File: src/shared/agu_pkg.sv
// package of constants and types for the address generation unit
package agu_pkg;
   // register indices on the plain register port
   localparam logic [2:0] OFS_MODCTL = 3'h0;
   localparam logic [2:0] OFS_XSTART = 3'h1;
   localparam logic [2:0] OFS_XEND   = 3'h2;
   localparam logic [2:0] OFS_YSTART = 3'h3;
   localparam logic [2:0] OFS_YEND   = 3'h4;
   localparam logic [2:0] OFS_STATUS = 3'h5;
   // control field positions
   localparam int XSEL_LSB  = 0;
   localparam int YSEL_LSB  = 4;
   localparam int YEN_BIT   = 14;
   localparam int XEN_BIT   = 15;
   localparam logic [3:0] SEL_OFF = 4'hf;
   // reset values
   localparam logic [15:0] RST_MODCTL = 16'h00ff;
   localparam logic [15:0] RST_BOUND  = 16'h0000;
   // direct field and literal widths, and the default working register number
   localparam int FILE_ADDR_W = 13;
   localparam int SHORT_LIT_W = 5;
   localparam int BRANCH_W    = 16;
   localparam int INTERRUPT_DISABLE_COUNT_INSTR_W      = 14;
   localparam logic [3:0] DEFAULT_DEFAULT_WORKING_REGISTER = 4'h0;
   // dual-source prefetch registers
   localparam logic [3:0] DS_X_LO = 4'h8;
   localparam logic [3:0] DS_X_IX = 4'h9;
   localparam logic [3:0] DS_Y_LO = 4'ha;
   localparam logic [3:0] DS_Y_IX = 4'hb;

   typedef enum logic [3:0] {
      AM_FILE, AM_DIRECT, AM_IND, AM_POST, AM_PRE, AM_REGIDX, AM_LITOFS, AM_DUAL
   } agu_mode_t;
endpackage

File: src/rtl/agu_core.sv
// effective address generation with circular buffer correction
`timescale 1ns/1ns
module agu_core
   import agu_pkg::*;
(
   input  wire logic        ref_clk,
   input  wire logic        rst_n,
   // register port
   input  wire logic [2:0]  reg_addr,
   input  wire logic [15:0] reg_wdata,
   input  wire logic        reg_wr,
   input  wire logic        reg_rd,
   output logic [15:0]      reg_rdata,
   // source and destination address request
   input  wire logic        req_valid,
   input  wire agu_mode_t   src_mode,
   input  wire agu_mode_t   dst_mode,
   input  wire logic        dst_valid,
   input  wire logic        y_space,
   input  wire logic [3:0]  src_ptr,
   input  wire logic [15:0] src_ptr_val,
   input  wire logic [3:0]  dst_ptr,
   input  wire logic [15:0] dst_ptr_val,
   input  wire logic [3:0]  offset_reg,
   input  wire logic [15:0] offset_val,
   input  wire logic [15:0] step,
   input  wire logic [15:0] literal,
   input  wire logic [12:0] file_addr,
   input  wire logic        file_to_default_working_register,
   input  wire logic [1:0]  dual_step,
   input  wire logic [SHORT_LIT_W-1:0] short_lit,
   input  wire logic        short_lit_sel,
   input  wire logic [BRANCH_W-1:0]    branch_disp,
   input  wire logic [INTERRUPT_DISABLE_COUNT_INSTR_W-1:0]      interrupt_disable_count_instr_count,
   // answers, one cycle after the request
   output logic             ans_valid,
   output logic [15:0]      src_ea,
   output logic [15:0]      dst_ea,
   output logic             src_wb,
   output logic [3:0]       src_wb_reg,
   output logic [15:0]      src_wb_val,
   output logic             dst_wb,
   output logic [3:0]       dst_wb_reg,
   output logic [15:0]      dst_wb_val,
   output logic [3:0]       result_default_working_register,
   output logic             result_to_default_working_register,
   output logic [15:0]      operand2,
   output logic [15:0]      branch_ofs,
   output logic [15:0]      interrupt_disable_count_instr_ofs,
   output logic             mode_error
);
   // =====================================================
   // state
   typedef struct packed {
      logic [15:0] modctl;
      logic [15:0] xs, xe, ys, ye;
      logic [15:0] rdata;
      logic        av;
      logic [15:0] sea, dea;
      logic        swb, dwb;
      logic [3:0]  swr, dwr;
      logic [15:0] swv, dwv;
      logic [3:0]  rwr;
      logic        rtw;
      logic [15:0] op2, bro, dso;
      logic        err;
      logic        wrapped;
   } agu_state_t;

   agu_state_t s_q, s_d;

   // =====================================================
   // one address calculation with circular correction
   typedef struct packed {
      logic [15:0] ea;
      logic        wb;
      logic [15:0] wv;
      logic        err;
      logic        wrap;
   } agu_res_t;

   function automatic logic is_pow2(input logic [16:0] n);
      is_pow2 = (n != 17'h0) && ((n & (n - 17'h1)) == 17'h0);
   endfunction

   function automatic agu_res_t calc(
      input agu_mode_t   m,
      input logic [3:0]  p,
      input logic [15:0] pv,
      input logic [15:0] ofs,
      input logic [15:0] stp,
      input logic [15:0] lit,
      input logic [12:0] fa,
      input logic [1:0]  dstep,
      input logic        ysp,
      input logic [15:0] mc,
      input logic [15:0] xs,
      input logic [15:0] xe,
      input logic [15:0] ys,
      input logic [15:0] ye);
      agu_res_t    r;
      logic [15:0] raw, base, lo, hi, len;
      logic        modon, inc, dec, bidir;
      r    = '0;
      raw  = pv;
      base = pv;
      case (m)
         AM_FILE:   raw = {3'h0, fa};
         AM_IND:    raw = pv;
         AM_POST:   begin
            raw  = pv;
            base = pv + stp;
            r.wb = 1'b1;
         end
         AM_PRE:    begin
            raw  = pv + stp;
            base = raw;
            r.wb = 1'b1;
         end
         AM_REGIDX: raw = pv + ofs;
         AM_LITOFS: raw = pv + lit;
         AM_DUAL:   begin
            if (ysp ? (p != DS_Y_LO && p != DS_Y_IX) : (p != DS_X_LO && p != DS_X_IX))
               r.err = 1'b1;
            raw = pv;
            if (dstep == 2'h3) begin
               if (ysp ? (p != DS_Y_IX) : (p != DS_X_IX))
                  r.err = 1'b1;
               raw = pv + ofs;
            end else if (dstep != 2'h0) begin
               base = pv + {13'h0, dstep, 1'b0};
               r.wb = 1'b1;
            end
         end
         default:   raw = pv;
      endcase
      modon = ysp ? (mc[YSEL_LSB +: 4] != SEL_OFF && mc[YEN_BIT] && mc[YSEL_LSB +: 4] == p)
                  : (mc[XSEL_LSB +: 4] != SEL_OFF && mc[XEN_BIT] && mc[XSEL_LSB +: 4] == p);
      lo  = ysp ? ys : xs;
      hi  = ysp ? ye : xe;
      len = hi - lo + 16'h1;
      bidir = is_pow2({1'b0, len});
      inc = bidir || stp[15] == 1'b0;
      dec = bidir || stp[15] == 1'b1;
      r.ea = raw;
      r.wv = base;
      if (modon && m != AM_FILE && m != AM_DIRECT) begin
         if (inc && raw > hi)
            r.ea = raw - len;
         else if (dec && raw < lo)
            r.ea = raw + len;
         if (inc && base > hi)
            r.wv = base - len;
         else if (dec && base < lo)
            r.wv = base + len;
         r.wrap = (r.ea != raw) || (r.wv != base);
         if (m == AM_PRE)
            r.wv = r.ea;
      end
      if (ysp && modon)
         r.ea[0] = 1'b0;
      if (ysp && modon)
         r.wv[0] = 1'b0;
      calc = r;
   endfunction

   agu_res_t sr, dr;

   // =====================================================
   // next state
   always_comb begin
      s_d   = s_q;
      sr    = calc(src_mode, src_ptr, src_ptr_val, offset_val, step, literal, file_addr,
                   dual_step, y_space, s_q.modctl, s_q.xs, s_q.xe, s_q.ys, s_q.ye);
      dr    = calc(dst_mode, dst_ptr, dst_ptr_val, offset_val, step, literal, file_addr,
                   2'h0, 1'b0, s_q.modctl, s_q.xs, s_q.xe, s_q.ys, s_q.ye);
      s_d.av = req_valid;
      if (reg_wr) begin
         if (reg_addr == OFS_MODCTL)
            s_d.modctl = reg_wdata;
         else if (reg_addr == OFS_XSTART)
            s_d.xs = reg_wdata;
         else if (reg_addr == OFS_XEND)
            s_d.xe = reg_wdata;
         else if (reg_addr == OFS_YSTART)
            s_d.ys = reg_wdata;
         else if (reg_addr == OFS_YEND)
            s_d.ye = reg_wdata;
      end
      s_d.rdata = 16'h0000;
      if (reg_rd) begin
         if (reg_addr == OFS_MODCTL)
            s_d.rdata = s_q.modctl;
         else if (reg_addr == OFS_XSTART)
            s_d.rdata = s_q.xs;
         else if (reg_addr == OFS_XEND)
            s_d.rdata = s_q.xe;
         else if (reg_addr == OFS_YSTART)
            s_d.rdata = s_q.ys;
         else if (reg_addr == OFS_YEND)
            s_d.rdata = s_q.ye;
         else if (reg_addr == OFS_STATUS)
            s_d.rdata = {14'h0, s_q.wrapped, s_q.err};
      end
      if (req_valid) begin
         s_d.sea = sr.ea;
         s_d.swb = sr.wb;
         s_d.swr = src_ptr;
         s_d.swv = sr.wv;
         s_d.dea = dr.ea;
         s_d.dwb = dst_valid && dr.wb;
         s_d.dwr = dst_ptr;
         s_d.dwv = dr.wv;
         s_d.err = sr.err;
         s_d.wrapped = sr.wrap || (dst_valid && dr.wrap);
         s_d.rwr = file_to_default_working_register ? DEFAULT_DEFAULT_WORKING_REGISTER : offset_reg;
         s_d.rtw = file_to_default_working_register;
         s_d.op2 = short_lit_sel ? {11'h0, short_lit} : offset_val;
         s_d.bro = branch_disp;
         s_d.dso = {2'h0, interrupt_disable_count_instr_count};
      end else begin
         s_d.swb = 1'b0;
         s_d.dwb = 1'b0;
      end
   end

   always_ff @(posedge ref_clk or negedge rst_n) begin
      if (!rst_n) begin
         s_q        <= '0;
         s_q.modctl <= RST_MODCTL;
         s_q.xs     <= RST_BOUND;
         s_q.xe     <= RST_BOUND;
         s_q.ys     <= RST_BOUND;
         s_q.ye     <= RST_BOUND;
      end else begin
         s_q <= s_d;
      end
   end

   assign reg_rdata      = s_q.rdata;
   assign ans_valid      = s_q.av;
   assign src_ea         = s_q.sea;
   assign dst_ea         = s_q.dea;
   assign src_wb         = s_q.swb;
   assign src_wb_reg     = s_q.swr;
   assign src_wb_val     = s_q.swv;
   assign dst_wb         = s_q.dwb;
   assign dst_wb_reg     = s_q.dwr;
   assign dst_wb_val     = s_q.dwv;
   assign result_default_working_register    = s_q.rwr;
   assign result_to_default_working_register = s_q.rtw;
   assign operand2       = s_q.op2;
   assign branch_ofs     = s_q.bro;
   assign interrupt_disable_count_instr_ofs       = s_q.dso;
   assign mode_error     = s_q.err;

   // =====================================================
   // checks
   AST_FILE: assert property (@(posedge ref_clk) disable iff (!rst_n)
      req_valid && src_mode == AM_FILE |=> src_ea == {3'h0, $past(file_addr)})
      else $error("file address wrong");
   AST_IND: assert property (@(posedge ref_clk) disable iff (!rst_n)
      req_valid && src_mode == AM_IND && !s_q.modctl[XEN_BIT] && !s_q.modctl[YEN_BIT]
      |=> src_ea == $past(src_ptr_val) && !src_wb)
      else $error("indirect changed pointer");
   AST_POST: assert property (@(posedge ref_clk) disable iff (!rst_n)
      req_valid && src_mode == AM_POST && !s_q.modctl[XEN_BIT] && !s_q.modctl[YEN_BIT]
      |=> src_wb && src_wb_val == $past(src_ptr_val) + $past(step))
      else $error("post modify wrong");
   AST_PRE: assert property (@(posedge ref_clk) disable iff (!rst_n)
      req_valid && src_mode == AM_PRE |=> src_ea == src_wb_val && src_wb)
      else $error("pre modify mismatch");
   AST_IDX: assert property (@(posedge ref_clk) disable iff (!rst_n)
      req_valid && src_mode == AM_REGIDX |=> !src_wb)
      else $error("indexed wrote back");
   AST_LIT: assert property (@(posedge ref_clk) disable iff (!rst_n)
      req_valid && src_mode == AM_LITOFS |=> !src_wb)
      else $error("literal offset wrote back");
   AST_DUAL: assert property (@(posedge ref_clk) disable iff (!rst_n)
      req_valid && src_mode == AM_DUAL && !y_space && src_ptr == DS_Y_LO |=> mode_error)
      else $error("Y register on X unit not flagged");
   AST_YLSB: assert property (@(posedge ref_clk) disable iff (!rst_n)
      req_valid && y_space && s_q.modctl[YEN_BIT] && s_q.modctl[YSEL_LSB +: 4] != SEL_OFF
      && s_q.modctl[YSEL_LSB +: 4] == src_ptr && src_mode != AM_FILE |=> src_ea[0] == 1'b0)
      else $error("Y circular address odd");
   AST_XOFF: assert property (@(posedge ref_clk) disable iff (!rst_n)
      req_valid && !y_space && s_q.modctl[XSEL_LSB +: 4] == SEL_OFF && src_mode == AM_IND
      |=> src_ea == $past(src_ptr_val))
      else $error("X modulo active while off");
   AST_RDLAT: assert property (@(posedge ref_clk) disable iff (!rst_n)
      reg_rd && reg_addr == OFS_XEND && !reg_wr |=> reg_rdata == $past(s_q.xe))
      else $error("read data wrong");

   // =====================================================
   // address arithmetic checks with circular buffers off
   AST_POST_EA: assert property (@(posedge ref_clk) disable iff (!rst_n)
      req_valid && src_mode == AM_POST && !s_q.modctl[XEN_BIT] && !s_q.modctl[YEN_BIT]
      |=> src_ea == $past(src_ptr_val)) else $error("post modify address wrong");
   AST_PRE_EA: assert property (@(posedge ref_clk) disable iff (!rst_n)
      req_valid && src_mode == AM_PRE && !s_q.modctl[XEN_BIT] && !s_q.modctl[YEN_BIT]
      |=> src_ea == $past(src_ptr_val) + $past(step)) else $error("pre modify address wrong");
   AST_IDX_EA: assert property (@(posedge ref_clk) disable iff (!rst_n)
      req_valid && src_mode == AM_REGIDX && !s_q.modctl[XEN_BIT] && !s_q.modctl[YEN_BIT]
      |=> src_ea == $past(src_ptr_val) + $past(offset_val)) else $error("indexed address wrong");
   AST_LIT_EA: assert property (@(posedge ref_clk) disable iff (!rst_n)
      req_valid && src_mode == AM_LITOFS && !s_q.modctl[XEN_BIT] && !s_q.modctl[YEN_BIT]
      |=> src_ea == $past(src_ptr_val) + $past(literal)) else $error("literal address wrong");
   AST_DST_IDX: assert property (@(posedge ref_clk) disable iff (!rst_n)
      req_valid && dst_valid && dst_mode == AM_REGIDX && !s_q.modctl[XEN_BIT]
      |=> dst_ea == $past(dst_ptr_val) + $past(offset_val)) else $error("dest address wrong");

   // =====================================================
   // dual-source pointer checks
   AST_DUAL_XREG: assert property (@(posedge ref_clk) disable iff (!rst_n)
      req_valid && src_mode == AM_DUAL && y_space && src_ptr == DS_X_IX |=> mode_error)
      else $error("X register on Y unit not flagged");
   AST_DUAL_OK: assert property (@(posedge ref_clk) disable iff (!rst_n)
      req_valid && src_mode == AM_DUAL && !y_space && (src_ptr == DS_X_LO || src_ptr == DS_X_IX)
      && dual_step != 2'h3 |=> !mode_error) else $error("legal dual pointer flagged");
   AST_DUAL_IX: assert property (@(posedge ref_clk) disable iff (!rst_n)
      req_valid && src_mode == AM_DUAL && !y_space && src_ptr == DS_X_LO && dual_step == 2'h3
      |=> mode_error) else $error("indexed on wrong register not flagged");
   AST_DUAL_STEP: assert property (@(posedge ref_clk) disable iff (!rst_n)
      req_valid && src_mode == AM_DUAL && dual_step == 2'h2 && !s_q.modctl[XEN_BIT]
      && !s_q.modctl[YEN_BIT] |=> src_wb && src_wb_val == $past(src_ptr_val) + 16'h0004)
      else $error("dual post modify wrong");

   // =====================================================
   // operand and literal checks
   AST_DEFAULT_WORKING_REGISTER: assert property (@(posedge ref_clk) disable iff (!rst_n)
      req_valid && file_to_default_working_register |=> result_to_default_working_register && result_default_working_register == DEFAULT_DEFAULT_WORKING_REGISTER)
      else $error("default working register not used");
   AST_OP2LIT: assert property (@(posedge ref_clk) disable iff (!rst_n)
      req_valid && short_lit_sel |=> operand2 == {11'h0, $past(short_lit)})
      else $error("short literal operand wrong");
   AST_OP2REG: assert property (@(posedge ref_clk) disable iff (!rst_n)
      req_valid && !short_lit_sel |=> operand2 == $past(offset_val))
      else $error("register operand wrong");
   AST_BRANCH: assert property (@(posedge ref_clk) disable iff (!rst_n)
      req_valid |=> branch_ofs == $past(branch_disp))
      else $error("branch displacement wrong");
   AST_INTERRUPT_DISABLE_COUNT_INSTR: assert property (@(posedge ref_clk) disable iff (!rst_n)
      req_valid |=> interrupt_disable_count_instr_ofs == {2'h0, $past(interrupt_disable_count_instr_count)})
      else $error("disable count wrong");
   AST_FILE_WB: assert property (@(posedge ref_clk) disable iff (!rst_n)
      req_valid && src_mode == AM_FILE |=> !src_wb)
      else $error("file access wrote a pointer");

   // =====================================================
   // strobe and idle checks
   AST_RDIDLE: assert property (@(posedge ref_clk) disable iff (!rst_n)
      !reg_rd |=> reg_rdata == 16'h0000)
      else $error("read data outside read cycle");
   AST_IDLE_WB: assert property (@(posedge ref_clk) disable iff (!rst_n)
      !req_valid |=> !ans_valid && !src_wb && !dst_wb)
      else $error("write back without request");
endmodule

File: config.mk
export PLATFORM = sky130hd
export DESIGN_NAME = agu_core
export DESIGN_NICKNAME = d
export VERILOG_FILES = /design/src/shared/agu_pkg.sv /design/src/rtl/agu_core.sv
export SDC_FILE = /design/constraint.sdc
export NUM_CORES = 1
export LEC_CHECK = 0
export ABC_AREA = 1
export BUFFER_PORTS_ARGS = -buffer_cell sky130_fd_sc_hd__buf_2
export CAP_MARGIN = 25
export CORE_ASPECT_RATIO = 1.5
export CORE_MARGIN = 2
export CORE_UTILIZATION = 30
export CTS_CLUSTER_DIAMETER = 100
export DETAILED_ROUTE_END_ITERATION = 10
export HOLD_SLACK_MARGIN = 0.08
export PLACE_DENSITY = 0.47
export REMOVE_ABC_BUFFERS = 1
export SLEW_MARGIN = 25
export SYNTH_ARGS = -nofsm -noshare
export SYNTH_HDL_FRONTEND = slang
export SYNTH_SLANG_ARGS = --single-unit
File: constraint.sdc
create_clock -name ref_clk -period 7 [get_ports ref_clk]
set_input_delay 0 -clock ref_clk [delete_from_list [all_inputs] [get_ports ref_clk]]
set_output_delay 0 -clock ref_clk [all_outputs]
set_load 0.02 [all_outputs]
# Yosys cells after proc, flatten, opt, wreduce, memory -nomap -nowiden
# Index checks and enable logic that the tools add are counted.
# W data, S select, Z words.
dict set report op_classes {
  add_sub_neg 21
  magnitude_cmp 8
  n_eq_ne 30
  n_mux 52
  bitwise 7
  reduce_logical 48
}
# operator n
set op_table {}
lappend op_table {{$mux W16} 31}
lappend op_table {{$add A16 B16 Y16} 10}
lappend op_table {{$sub A16 B16 Y16} 6}
lappend op_table {{$pmux W16 S5} 1}
lappend op_table {{$gt A16 B16 Y1} 4}
lappend op_table {{$lt A16 B16 Y1} 4}
lappend op_table {{$ne A16 B16 Y1} 4}
lappend op_table {{$pmux W16 S4} 1}
lappend op_table {{$and A16 B17 Y17} 2}
lappend op_table {{$logic_not A17 Y1} 2}
lappend op_table {{$sub A16 B1 Y17 const B} 2}
lappend op_table {{$add A16 B1 Y16 const B} 2}
lappend op_table {{$pmux W16 S2} 1}
lappend op_table {{$reduce_bool A16 Y1} 2}
lappend op_table {{$eq A4 B3 Y1 const B} 7}
lappend op_table {{$logic_and A1 B1 Y1} 24}
lappend op_table {{$ne A4 B4 Y1 const B} 6}
lappend op_table {{$add A16 B3 Y16} 1}
lappend op_table {{$mux W1} 14}
lappend op_table {{$eq A4 B4 Y1} 3}
lappend op_table {{$eq A4 B2 Y1 const B} 2}
lappend op_table {{$logic_not A4 Y1} 2}
lappend op_table {{$ne A4 B1 Y1 const B} 2}
lappend op_table {{$reduce_bool A4 Y1} 2}
lappend op_table {{other kinds (17)} 31}
dict set report totals {
  register_bits 224
  input_bits 178
  output_inout_bits 145
  wordCells 188
}

# Logic depth before layout (Yosys ltp)
# Gate-level depths: netlist of the first run.
dict set report depth {
  depth_word 16
  ltp_mapped 43
  depth_no_buf 41
}

# Worst setup path before layout of the first run
# OpenSTA, ideal clock, no wires.
dict set report synth_path {
  kind {register to register}
  startpoint {register s_q[163] in the netlist's numbering}
  endpoint {register s_q[0] in the netlist's numbering}
  setup_ns 0.117
  arrival_time_ns 4.624
  slack_ns 2.260
  path_stages_with_launch 39
  n_path_buf 0
  synth_period_minus_slack_ns 4.740
  path_cell_list {dfrtp_1 or2_2 o21ai_0 inv_1 ha_1 inv_1 ha_1 fa_1 nand2_1 nand3_1 nand3_1 nand2_1 nand2_1 nand2_1 ha_1 inv_1 o21ai_0 a21oi_1 [3 not listed] a21oi_1 o21ai_0 xor2_1 nand3b_1 nand3_1 nand2_1 nand2_1 nand2_1 inv_1 nand2_1 nor2_1 nand2_1 nor2_1 nand2_1 nand2_1 nand2_1 nand2_1 nand2_1}
}
dict set report synth_via {
  elab_chain_cells 16
  elab_cells_between_ends 31
}
# element line
set synth_rtl {}
lappend synth_rtl {{from (decl)} agu_core.sv:70} ;# agu_state_t s_q, s_d;
lappend synth_rtl {{$mux W16 (*)} agu_core.sv:139} ;# lo = ysp ? ys : xs;
lappend synth_rtl {{$sub A16 B16 Y16} agu_core.sv:141} ;# len = hi - lo + 16'h1;
lappend synth_rtl {{$add A16 B1 Y16} agu_core.sv:141}
lappend synth_rtl {{$sub A16 B1 Y17} agu_core.sv:83} ;# is_pow2 = (n != 17'h0) && ((n & (n - 17'h1)) == 17'h0);
lappend synth_rtl {{$and A16 B17 Y17} agu_core.sv:83}
lappend synth_rtl {{$logic_not A17 Y1} agu_core.sv:83}
lappend synth_rtl {{$logic_and A1 B1 Y1} agu_core.sv:83}
lappend synth_rtl {{$logic_or A1 B1 Y1} agu_core.sv:144} ;# dec = bidir || stp[15] == 1'b1;
lappend synth_rtl {{$logic_and A1 B1 Y1, on equally long branches} {agu_core.sv:150, agu_core.sv:154}}
lappend synth_rtl {{$mux W16, on equally long branches} {agu_core.sv:150, agu_core.sv:154}}
lappend synth_rtl {{$mux W16, on equally long branches} {agu_core.sv:148, agu_core.sv:152}}
lappend synth_rtl {{$mux W16} agu_core.sv:147} ;# if (modon && m != AM_FILE && m != AM_DIRECT) begin
lappend synth_rtl {{$ne A16 B16 Y1} agu_core.sv:156} ;# r.wrap = (r.ea != raw) || (r.wv != base);
lappend synth_rtl {{$logic_or A1 B1 Y1 (*)} agu_core.sv:156}
lappend synth_rtl {{$mux W1 (*)} agu_core.sv:147}
lappend synth_rtl {{$logic_or A1 B1 Y1 (*)} agu_core.sv:215} ;# s_d.wrapped = sr.wrap || (dst_valid && dr.wrap);
# Mark *: on every way between the ends. The rest lies on a longest branch, timed or not. The select of a mux whose other input is x is not followed.
# A chain may end at the register's enable or synchronous reset.

# Worst setup path after layout of the first run
dict set report layout_path {
  startpoint {register s_q[180] in the netlist's numbering}
  endpoint {register s_q[0] in the netlist's numbering}
}
dict set report layout_via {
  elab_chain_cells 16
  elab_cells_between_ends 61
}
# element line
set layout_rtl {}
lappend layout_rtl {{$mux W16 / $sub A16 B16 Y16 (equally long branches)} {agu_core.sv:140, agu_core.sv:141}}
lappend layout_rtl {{$sub A16 B16 Y16 / $add A16 B1 Y16 (equally long branches)} agu_core.sv:141}
lappend layout_rtl {{$add A16 B1 Y16 / $sub A16 B1 Y17 (equally long branches)} {agu_core.sv:141, agu_core.sv:83}}
lappend layout_rtl {{$sub A16 B1 Y17 / $and A16 B17 Y17 (equally long branches)} agu_core.sv:83}
lappend layout_rtl {{$and A16 B17 Y17 / $logic_not A17 Y1 (equally long branches)} agu_core.sv:83}
lappend layout_rtl {{$logic_not A17 Y1 / $logic_and A1 B1 Y1 (equally long branches)} agu_core.sv:83}
lappend layout_rtl {{$logic_and A1 B1 Y1 / $logic_or A1 B1 Y1 (equally long branches)} {agu_core.sv:83, agu_core.sv:144}}
lappend layout_rtl {{$logic_or A1 B1 Y1 (tied with other cells)} agu_core.sv:144}
lappend layout_rtl {{$logic_and A1 B1 Y1 (tied with other cells)} agu_core.sv:150} ;# else if (dec && raw < lo)
lappend layout_rtl {{$mux W16, on equally long branches} -}
lappend layout_rtl {{$mux W16, on equally long branches} {agu_core.sv:148, agu_core.sv:147, agu_core.sv:152}}
lappend layout_rtl {{$mux W16 / $ne A16 B16 Y1 (equally long branches)} {agu_core.sv:147, agu_core.sv:156}}
lappend layout_rtl {{$ne A16 B16 Y1 / $logic_or A1 B1 Y1 (equally long branches)} agu_core.sv:156}
lappend layout_rtl {{$logic_or A1 B1 Y1 / $mux W1 (equally long branches)} {agu_core.sv:156, agu_core.sv:147}}
lappend layout_rtl {{$mux W1 / $logic_and A1 B1 Y1 (equally long branches)} {agu_core.sv:147, agu_core.sv:215}}
lappend layout_rtl {{$logic_or A1 B1 Y1 (*)} agu_core.sv:215}
# Marks and branches as above.

==> run metrics, run 1 <==
result of the run=finished clean; number of global-route vias before repair=33300; Post-DP HPWL=about 120 mm; pin count of the biggest net entering global routing=between 100 and 150; LEAKAGE=18.8 nW; fraction of layout cells with a size suffix above 1=12.0%; Routed WL=151 mm; number of nets in the final layout=5683; CP max FO=7; Worst EP arrival=6.94 ns; async set or reset register ratio after synthesis=100%; detailed router's first-iteration violation count=2559; first-pass GRT wire length=216 mm; Critical-path top delay cell=sky130_fd_sc_hd__o21ai_0; Worst Setup Start Kind=register; H-Tree Depth=1; number of warnings reported in the yosys synthesis log=0; fraction of the mapped netlist area in compound gates=18.1%; Seq/Total Area, Yosys=18.2%; Min-Delay Endpoint=mode_error$_DFFE_PN0P_; Crit Path Class=reg2reg; category of the worst setup path capture point=register; P_int=5.49 mW; Core ar.=102000 um^2; share of total power in combinational logic=75.8%; routed wirelength normalized by instance count=23.4 um; total negative slack for setup checks=0 ns; flop-to-flop setup slack=0.58 ns; fraction of power spent switching nets=58.5%; Max Cap Violations=0; most common cell after layout, fill and taps aside=sky130_fd_sc_hd__nand2_1; combinational family with the most area after synthesis=simple AND/OR/NAND/NOR gates; aggregate global-route resource usage=approximately 28%; highest cell delay on the worst timing path=0.75 ns; share of Yosys cell area claimed by the top area cell type=17.5%; max reg flops=81; proportion of power drawn by flip-flops and latches=12.2%; average cell area after synthesis=6.44 um^2; power share of the clock group=approximately an eighth; minimum clock period after layout=6.42 ns; RR Startpoint=s_q[180]$_DFFE_PN0P_; area share of and/or/nand/nor cells after synthesis=a little under a third; first-pass iteration count of the detailed router=7; number of antenna violations at the first check in global routing=6; CTS tree=built; Initial Util=30.1%; Synth area leaders=sky130_fd_sc_hd__dfrtp_1 (18%), sky130_fd_sc_hd__nand2_1 (16%), sky130_fd_sc_hd__ha_1 (15%); gate count after technology mapping=4788; synthesis-stage register bit count=224; adder-cell share of the synthesized area=16.5%; I/O pin count=around 320; final count of negative-setup-slack endpoints=0; most frequent cells in the layout=sky130_fd_sc_hd__nand2_1 (1322), sky130_fd_sc_hd__inv_1 (561), sky130_fd_sc_hd__ha_1 (381); distinct cell type count of the synthesized netlist=71; area grow syn2layout=15.6%; Top cell by count, worst path=sky130_fd_sc_hd__nand2_1; CTS root buf=sky130_fd_sc_hd__clkbuf_16; clock tree skew after final layout=0.0357 ns; multiplexer area fraction after synthesis=0.511%; switching component of the power=about 7.7 mW; count of clock tree sinks=224; type of the most critical hold path=in2reg; actual transition at the worst max-transition pin=1.07 ns; number of flops mapped to enable cells by yosys=0; post-cts hold buffer count=139; CP delay by family, top=simple AND/OR/NAND/NOR gates; remaining routing DRC violations=0; timing-limited maximum frequency=0.156 GHz; r2r worst-path depth=35; total vias in the final route=34000; fill cell count=between 10000 and 15000; fraction of the cycle the final worst path needs=91.7%; Max IR drop VDD=0.224 mV; final global-route overflow total=0; overall die area=~110000 um^2; Bufs on Longest Clock Path=3; total of buffers placed on input and output ports=320; RD Place Congestion=1.04; setup repair after global routing missed its margin=no; Slew Limit Fails=0; commonest register cell after synthesis=sky130_fd_sc_hd__dfrtp_1; clock input transition at the sequential cells of the worst setup and hold paths=0.07 ns; horizontal die dimension=266 um; start point of the worst hold path=src_mode[0]; register ranked first by flip-flop count=s_q; power per cell area=371 nW/um^2; routed via count divided by cell count=5.27; reg-to-reg endpoint=s_q[0]$_DFFE_PN0P_; post-layout utilization of the core=34.8%; TritonCTS Buffers=28; remaining number of nets flagged by the antenna check after routing=0; required time at the endpoint of the critical path=approximately 7.5 ns; worst rel slew slack=28.0%; xor/xnor cell area share of the yosys netlist=3.89%; number of buffers and inverters on the critical path=3; library cell with the largest summed area after synthesis=sky130_fd_sc_hd__dfrtp_1; post_cts resized=0; row count=144; Fin. Hold Viols=0; clock insertion delay at the later pin of the skew report=around 0.63 ns; area of the mapped netlist=30800 um^2; hold path cells=5; overall die height=between 300 and 400 um; # Post-CTS Setup Buffers=0
## synthesized netlist by cell type, types with 12 or more instances
library cell,n
sky130_fd_sc_hd__or2_2,36
sky130_fd_sc_hd__o211ai_1,29
sky130_fd_sc_hd__nand3_1,339
sky130_fd_sc_hd__a21oi_1,361
sky130_fd_sc_hd__nor3_1,38
sky130_fd_sc_hd__xnor2_1,14
sky130_fd_sc_hd__a221oi_1,25
sky130_fd_sc_hd__a211oi_1,17
sky130_fd_sc_hd__dfrtp_1,216
sky130_fd_sc_hd__clkbuf_1,101
sky130_fd_sc_hd__a21o_1,19
sky130_fd_sc_hd__xor2_1,121
sky130_fd_sc_hd__ha_1,381
sky130_fd_sc_hd__nand3_2,26
sky130_fd_sc_hd__inv_1,561
sky130_fd_sc_hd__buf_4,143
sky130_fd_sc_hd__a31oi_1,25
sky130_fd_sc_hd__nor4_1,12
sky130_fd_sc_hd__fa_1,16
sky130_fd_sc_hd__nand2_2,14
sky130_fd_sc_hd__buf_2,14
sky130_fd_sc_hd__nand2_1,1326
sky130_fd_sc_hd__o21ai_0,375
sky130_fd_sc_hd__nand4_1,61
sky130_fd_sc_hd__nor2_1,279
sky130_fd_sc_hd__o21ai_1,20
sky130_fd_sc_hd__nand3b_1,35
sky130_fd_sc_hd__mux2_2,14
sky130_fd_sc_hd__o221ai_1,18
sky130_fd_sc_hd__o31ai_1,14
## final cells by class
class / instances / area (um^2) / share of cell area, %
Multi-Input combinational cell: 3721 / 21500 / 60.2
Sequential cell: 224 / 5620 / 15.7
Timing Repair Buffer: 559 / 3810 / 10.7
Inverter: 574 / 2170 / 6.07
Tap cell: 1314 / 1640 / 4.61
Clock buffer: 39 / 813 / 2.28
Clock inverter: 12 / 154 / 0.432
Antenna cell: 3 / 7.51 / 0.0211
## power by group through the flow
stage / logic, mW / registers (mW) / clock network (mW)
2_1_floorplan: 6.16 / 1.70 / 0
3_3_place_gp: 9.80 / 1.63 / 0
3_5_place_dp: 9.76 / 1.64 / 0
4_1_cts: 9.87 / 1.62 / 1.63
5_1_grt: 10.9 / 1.64 / 1.67
6_report: 10.0 / 1.62 / 1.59
## kinds of logic (layout without fill, tap and decap cells)
family,count (synthesis),count (layout)
AND/OR/NAND/NOR,2188,2188
AO/OA/AOI/OAI,984,984
buffers and inverters,844,1184
adder cells (fa/ha/maj),397,397
flip-flops,224,224
XOR/XNOR,136,136
multiplexers,14,14
other,1,5
## metrics by stage
stage	instances	power, mW	hold WS (ns)	worst slack, ns	area (um^2)
after floorplan	4519	7.86	-0.296	2.17	29200
after global placement	6252	11.4	-0.0179	0.618	33200
after detailed placement	6253	11.4	-0.0187	0.592	33300
after CTS	6443	13.1	0.0888	0.767	35700
after global routing	6443	14.2	0.116	0.175	35700
final	6446	13.2	0.119	0.582	35700
## worst max-delay path by stage
stage,startpoint,to,slack (ns),depth (start not counted)
finish,s_q[180]$_DFFE_PN0P_,s_q[0]$_DFFE_PN0P_,0.58,35
global route,s_q[180]$_DFFE_PN0P_,s_q[0]$_DFFE_PN0P_,0.18,35
CTS,s_q[180]$_DFFE_PN0P_,s_q[0]$_DFFE_PN0P_,0.77,35
detailed placement,dst_mode[2],s_q[0]$_DFFE_PN0P_,0.59,37
global placement,dst_mode[2],s_q[0]$_DFFE_PN0P_,0.62,37
floorplan,y_space,s_q[0]$_DFFE_PN0P_,2.17,39
## routing by layer
metal	wire [um]	vias to the layer above	part of all wire (%)	GRT usage [%]
met5	29	-	0.019	0
met1	56100	15900	37	30.0
met3	6760	398	4.5	2.76
li1	-	16500	-	-
met4	13500	4	9.0	21.2
met2	74100	1170	49	49.6
## worst register-to-register path, delay by kind of cell, from the launching register on
family                     cells  cell delay (ns)
AOI/OAI and AO/OA              5             1.67
xor gates and xnor gates       1             0.21
adders and majority gates      3             1.28
buffers and inverters          3             0.41
DFF                            1             0.44
and+or+nand+nor               23             2.36
Note: power is estimated with default switching activity, not from simulation.
==> inputs of run 2 (changes only) <==
--- a/config.mk
+++ b/config.mk
@@ -5,7 +5,6 @@
 export SDC_FILE = /design/constraint.sdc
 export NUM_CORES = 1
 export LEC_CHECK = 0
-export ABC_AREA = 1
 export BUFFER_PORTS_ARGS = -buffer_cell sky130_fd_sc_hd__buf_2
 export CAP_MARGIN = 25
 export CORE_ASPECT_RATIO = 1.5
==> constraint.sdc (replaced) <==
create_clock -name ref_clk -period 6.7 [get_ports ref_clk]
set_input_delay 0 -clock ref_clk [delete_from_list [all_inputs] [get_ports ref_clk]]
set_output_delay 0 -clock ref_clk [all_outputs]
set_load 0.02 [all_outputs]
==> run metrics, run 2 <==
number of antenna violations at the first check in global routing=11; Met1 Routed Length=52.7 mm; overall die height=391 um; Max IR drop VDD=0.212 mV; Bufs on Longest Clock Path=3; commonest register cell after synthesis=sky130_fd_sc_hd__dfrtp_1; dominant cell by count in the synthesized netlist=sky130_fd_sc_hd__ha_1; placed cell area=35500 um^2; minimum clock period after layout=6.42 ns; minimum hold slack=0.128 ns; CTS root buf=sky130_fd_sc_hd__clkbuf_16; overall die area=102000 um^2; count of clock tree sinks=224; area of the mapped netlist=29900 um^2; amount of wire on met3 after detailed routing=6.12 mm; fill cell count=just over 10000; register ranked first by flip-flop count=s_q; Initial Util=30.3%; routed via count divided by cell count=5.57; number of flops mapped to enable cells by yosys=0; met2 WL=73.8 mm; Worst Setup Start Kind=register; LEAKAGE=around 17 nW; pin count of the biggest net entering global routing=93; required time at the endpoint of the critical path=7.22 ns; remaining number of nets flagged by the antenna check after routing=0; H-Tree Depth=1; total of buffers placed on input and output ports=320; final count of negative-setup-slack endpoints=0; setup repair after global routing missed its margin=yes; result of the run=finished clean; Core ar.=98800 um^2; category of the worst setup path capture point=register; clock tree skew after final layout=0.0210 ns; remaining routing DRC violations=0; Worst EP arrival=6.93 ns; number of nets in the final layout=4915; number of global-route vias before repair=31900; number of warnings reported in the yosys synthesis log=0; RD Place Congestion=0.982; Routed WL=145 mm; count of placed standard cells including taps=5458; clock insertion delay at the later pin of the skew report=0.65 ns; library cell with the largest summed area after synthesis=sky130_fd_sc_hd__dfrtp_1; gate count after technology mapping=approximately 3600; filler-free cell count of the finished design=approximately 5700; clock input transition at the sequential cells of the worst setup and hold paths=0.06 ns; Crit Path Class=reg2reg; timing-limited maximum frequency=0.156 GHz; Slew Limit Fails=0; area grow syn2layout=26.9%; horizontal die dimension=about 260 um; fraction of layout cells with a size suffix above 1=~26%; aggregate global-route resource usage=27.6%; average cell area after synthesis=8.23 um^2; CTS tree=built; first-pass GRT wire length=between 200 and 250 mm; most frequent cells in the layout=sky130_fd_sc_hd__buf_4 (495), sky130_fd_sc_hd__ha_1 (381), sky130_fd_sc_hd__buf_2 (318); routed wirelength normalized by instance count=between 20 and 30 um; type of the most critical hold path=in2reg; commonest cells in the netlist=sky130_fd_sc_hd__ha_1 (381), sky130_fd_sc_hd__a21oi_1 (290), sky130_fd_sc_hd__nor2_1 (249), sky130_fd_sc_hd__inv_1 (240), sky130_fd_sc_hd__nand2_1 (232); share of Yosys cell area claimed by the top area cell type=18.1%; pre-CTS setup slack=-0.751 ns; smallest setup slack after layout=0.281 ns; Seq/Total Area, Yosys=between 10% and 20%; Layout Cell Area excl Fill=around 38000 um^2; total vias in the final route=31500; first-pass iteration count of the detailed router=6; I/O pin count=between 300 and 400; most common cell after layout, fill and taps aside=sky130_fd_sc_hd__buf_4; Synth area leaders=sky130_fd_sc_hd__dfrtp_1 (18%), sky130_fd_sc_hd__ha_1 (16%), sky130_fd_sc_hd__mux2_2 (5.3%); worst rel slew slack=between 30% and 40%; TritonCTS Buffers=31; final global-route overflow total=0; actual transition at the worst max-transition pin=1.02 ns; Post-DP HPWL=120 mm; max reg flops=81; synthesis-stage register bit count=roughly 220; distinct cell type count of the synthesized netlist=111; Fin. Hold Viols=0; CP max FO=7; detailed router's first-iteration violation count=2195; Max Cap Violations=0; fraction of the cycle the final worst path needs=95.8%; row count=between 100 and 150; async set or reset register ratio after synthesis=100%; top metal layer carrying routed signals=met5; power per cell area=501 nW/um^2
==> run 2: path summary, 6_finish.rpt <==
kind	startpoint	cells after the start	slack [ns]	to
setup / recovery	s_q[180]$_DFFE_PN0P_	26	0.28	s_q[0]$_DFFE_PN0P_
hold / removal	branch_disp[14]	3	0.13	branch_ofs[14]$_DFFE_PN0P_
setup reg to reg	s_q[180]$_DFFE_PN0P_	26	0.28	s_q[0]$_DFFE_PN0P_
hold reg to reg	src_wb_val[12]$_DFFE_PN0P_	1	0.50	src_wb_val[12]$_DFFE_PN0P_
max in group asynchronous	rst_n	4	5.35	result_default_working_register[2]$_DFFE_PN0P_
min in group asynchronous	rst_n	3	0.53	s_q[210]$_DFFE_PN1P_
==> run 2: metal layers <==
layer / track usage [%] / up-vias
li1: - / 14800
met1: 29.0 / 15200
met2: 50.4 / 1100
met3: 2.65 / 365
met4: 20.4 / 10
met5: 0 / -
==> run 2: area by class of cell <==
type | count | area [um^2] | share of cell area, %
Multi-Input combinational cell | 2882 | 21900 | 57.7
Timing Repair Buffer | 959 | 6890 | 18.1
Sequential cell | 224 | 5620 | 14.8
Tap cell | 1287 | 1610 | 4.24
Clock buffer | 46 | 912 | 2.40
Inverter | 242 | 908 | 2.39
Clock inverter | 12 | 120 | 0.316
Antenna cell | 2 | 5.00 | 0.0132
==> run 2: where the power goes <==
part	switching, mW	internal [mW]
clock	0.736	0.984
sequential	0.165	1.58
combinational	9.06	6.50
total	9.97	9.06
==> run 2: stage by stage <==
stage | setup TNS (ns) | total power [mW] | utilization, %
after floorplan | -14.35 | 10.6 | -
after global placement | -0.935 | 17.0 | 35.9
after detailed placement | -1.25 | 17.0 | 35.9
after CTS | 0 | 18.9 | 38.3
after global routing | -0.139 | 20.3 | 38.4
final | 0 | 19.0 | 38.4
==> run 2: repair_timing <==
| action | CTS | global route |
|---|---|---|
| endpoints found under the hold margin | 266 | 0 |
| cloned | 0 | 0 |
| hold buffers | 133 | 0 |
| gates resized for setup | 1 | 15 |
| setup endpoints to repair | 1 | 3 |
| pin swaps | 0 | 3 |
| setup buffers | 0 | 2 |
==> run 2: cell families after synthesis <==
family                     Yosys count  share of synthesized area, %
AOI/OAI and AO/OA                 1198                          27.4
and+or+nand+nor                    878                          14.2
other                                1                        0.0125
buffers and inverters              534                          8.58
muxes                              204                          8.00
adders and majority gates          400                          17.1
xor gates and xnor gates           200                          6.01
DFF                                224                          18.8
==> run 2: worst max-delay path, stage by stage (launching register included) <==
cell                      delay, ns
sky130_fd_sc_hd__dfrtp_1       0.42
sky130_fd_sc_hd__inv_1         0.10
sky130_fd_sc_hd__o21a_1        0.17
sky130_fd_sc_hd__inv_1         0.06
sky130_fd_sc_hd__ha_1          0.31
sky130_fd_sc_hd__ha_1          0.28
sky130_fd_sc_hd__a21o_1        0.19
sky130_fd_sc_hd__a41o_1        0.27
sky130_fd_sc_hd__buf_4         0.14
sky130_fd_sc_hd__nor2_1        0.10
sky130_fd_sc_hd__xnor2_1       0.20
sky130_fd_sc_hd__inv_1         0.15
sky130_fd_sc_hd__ha_1          0.41
sky130_fd_sc_hd__o41ai_1       0.82
sky130_fd_sc_hd__a21oi_1       0.19
sky130_fd_sc_hd__o21ai_0       0.21
sky130_fd_sc_hd__buf_4         0.15
sky130_fd_sc_hd__a41oi_1       0.28
sky130_fd_sc_hd__xor2_1        0.23
sky130_fd_sc_hd__a22oi_1       0.30
sky130_fd_sc_hd__nor2_1        0.16
sky130_fd_sc_hd__a31oi_1       0.21
sky130_fd_sc_hd__nand4_1       0.15
sky130_fd_sc_hd__nor4_1        0.31
sky130_fd_sc_hd__and3_1        0.26
sky130_fd_sc_hd__buf_12        0.14
sky130_fd_sc_hd__o22ai_1       0.08
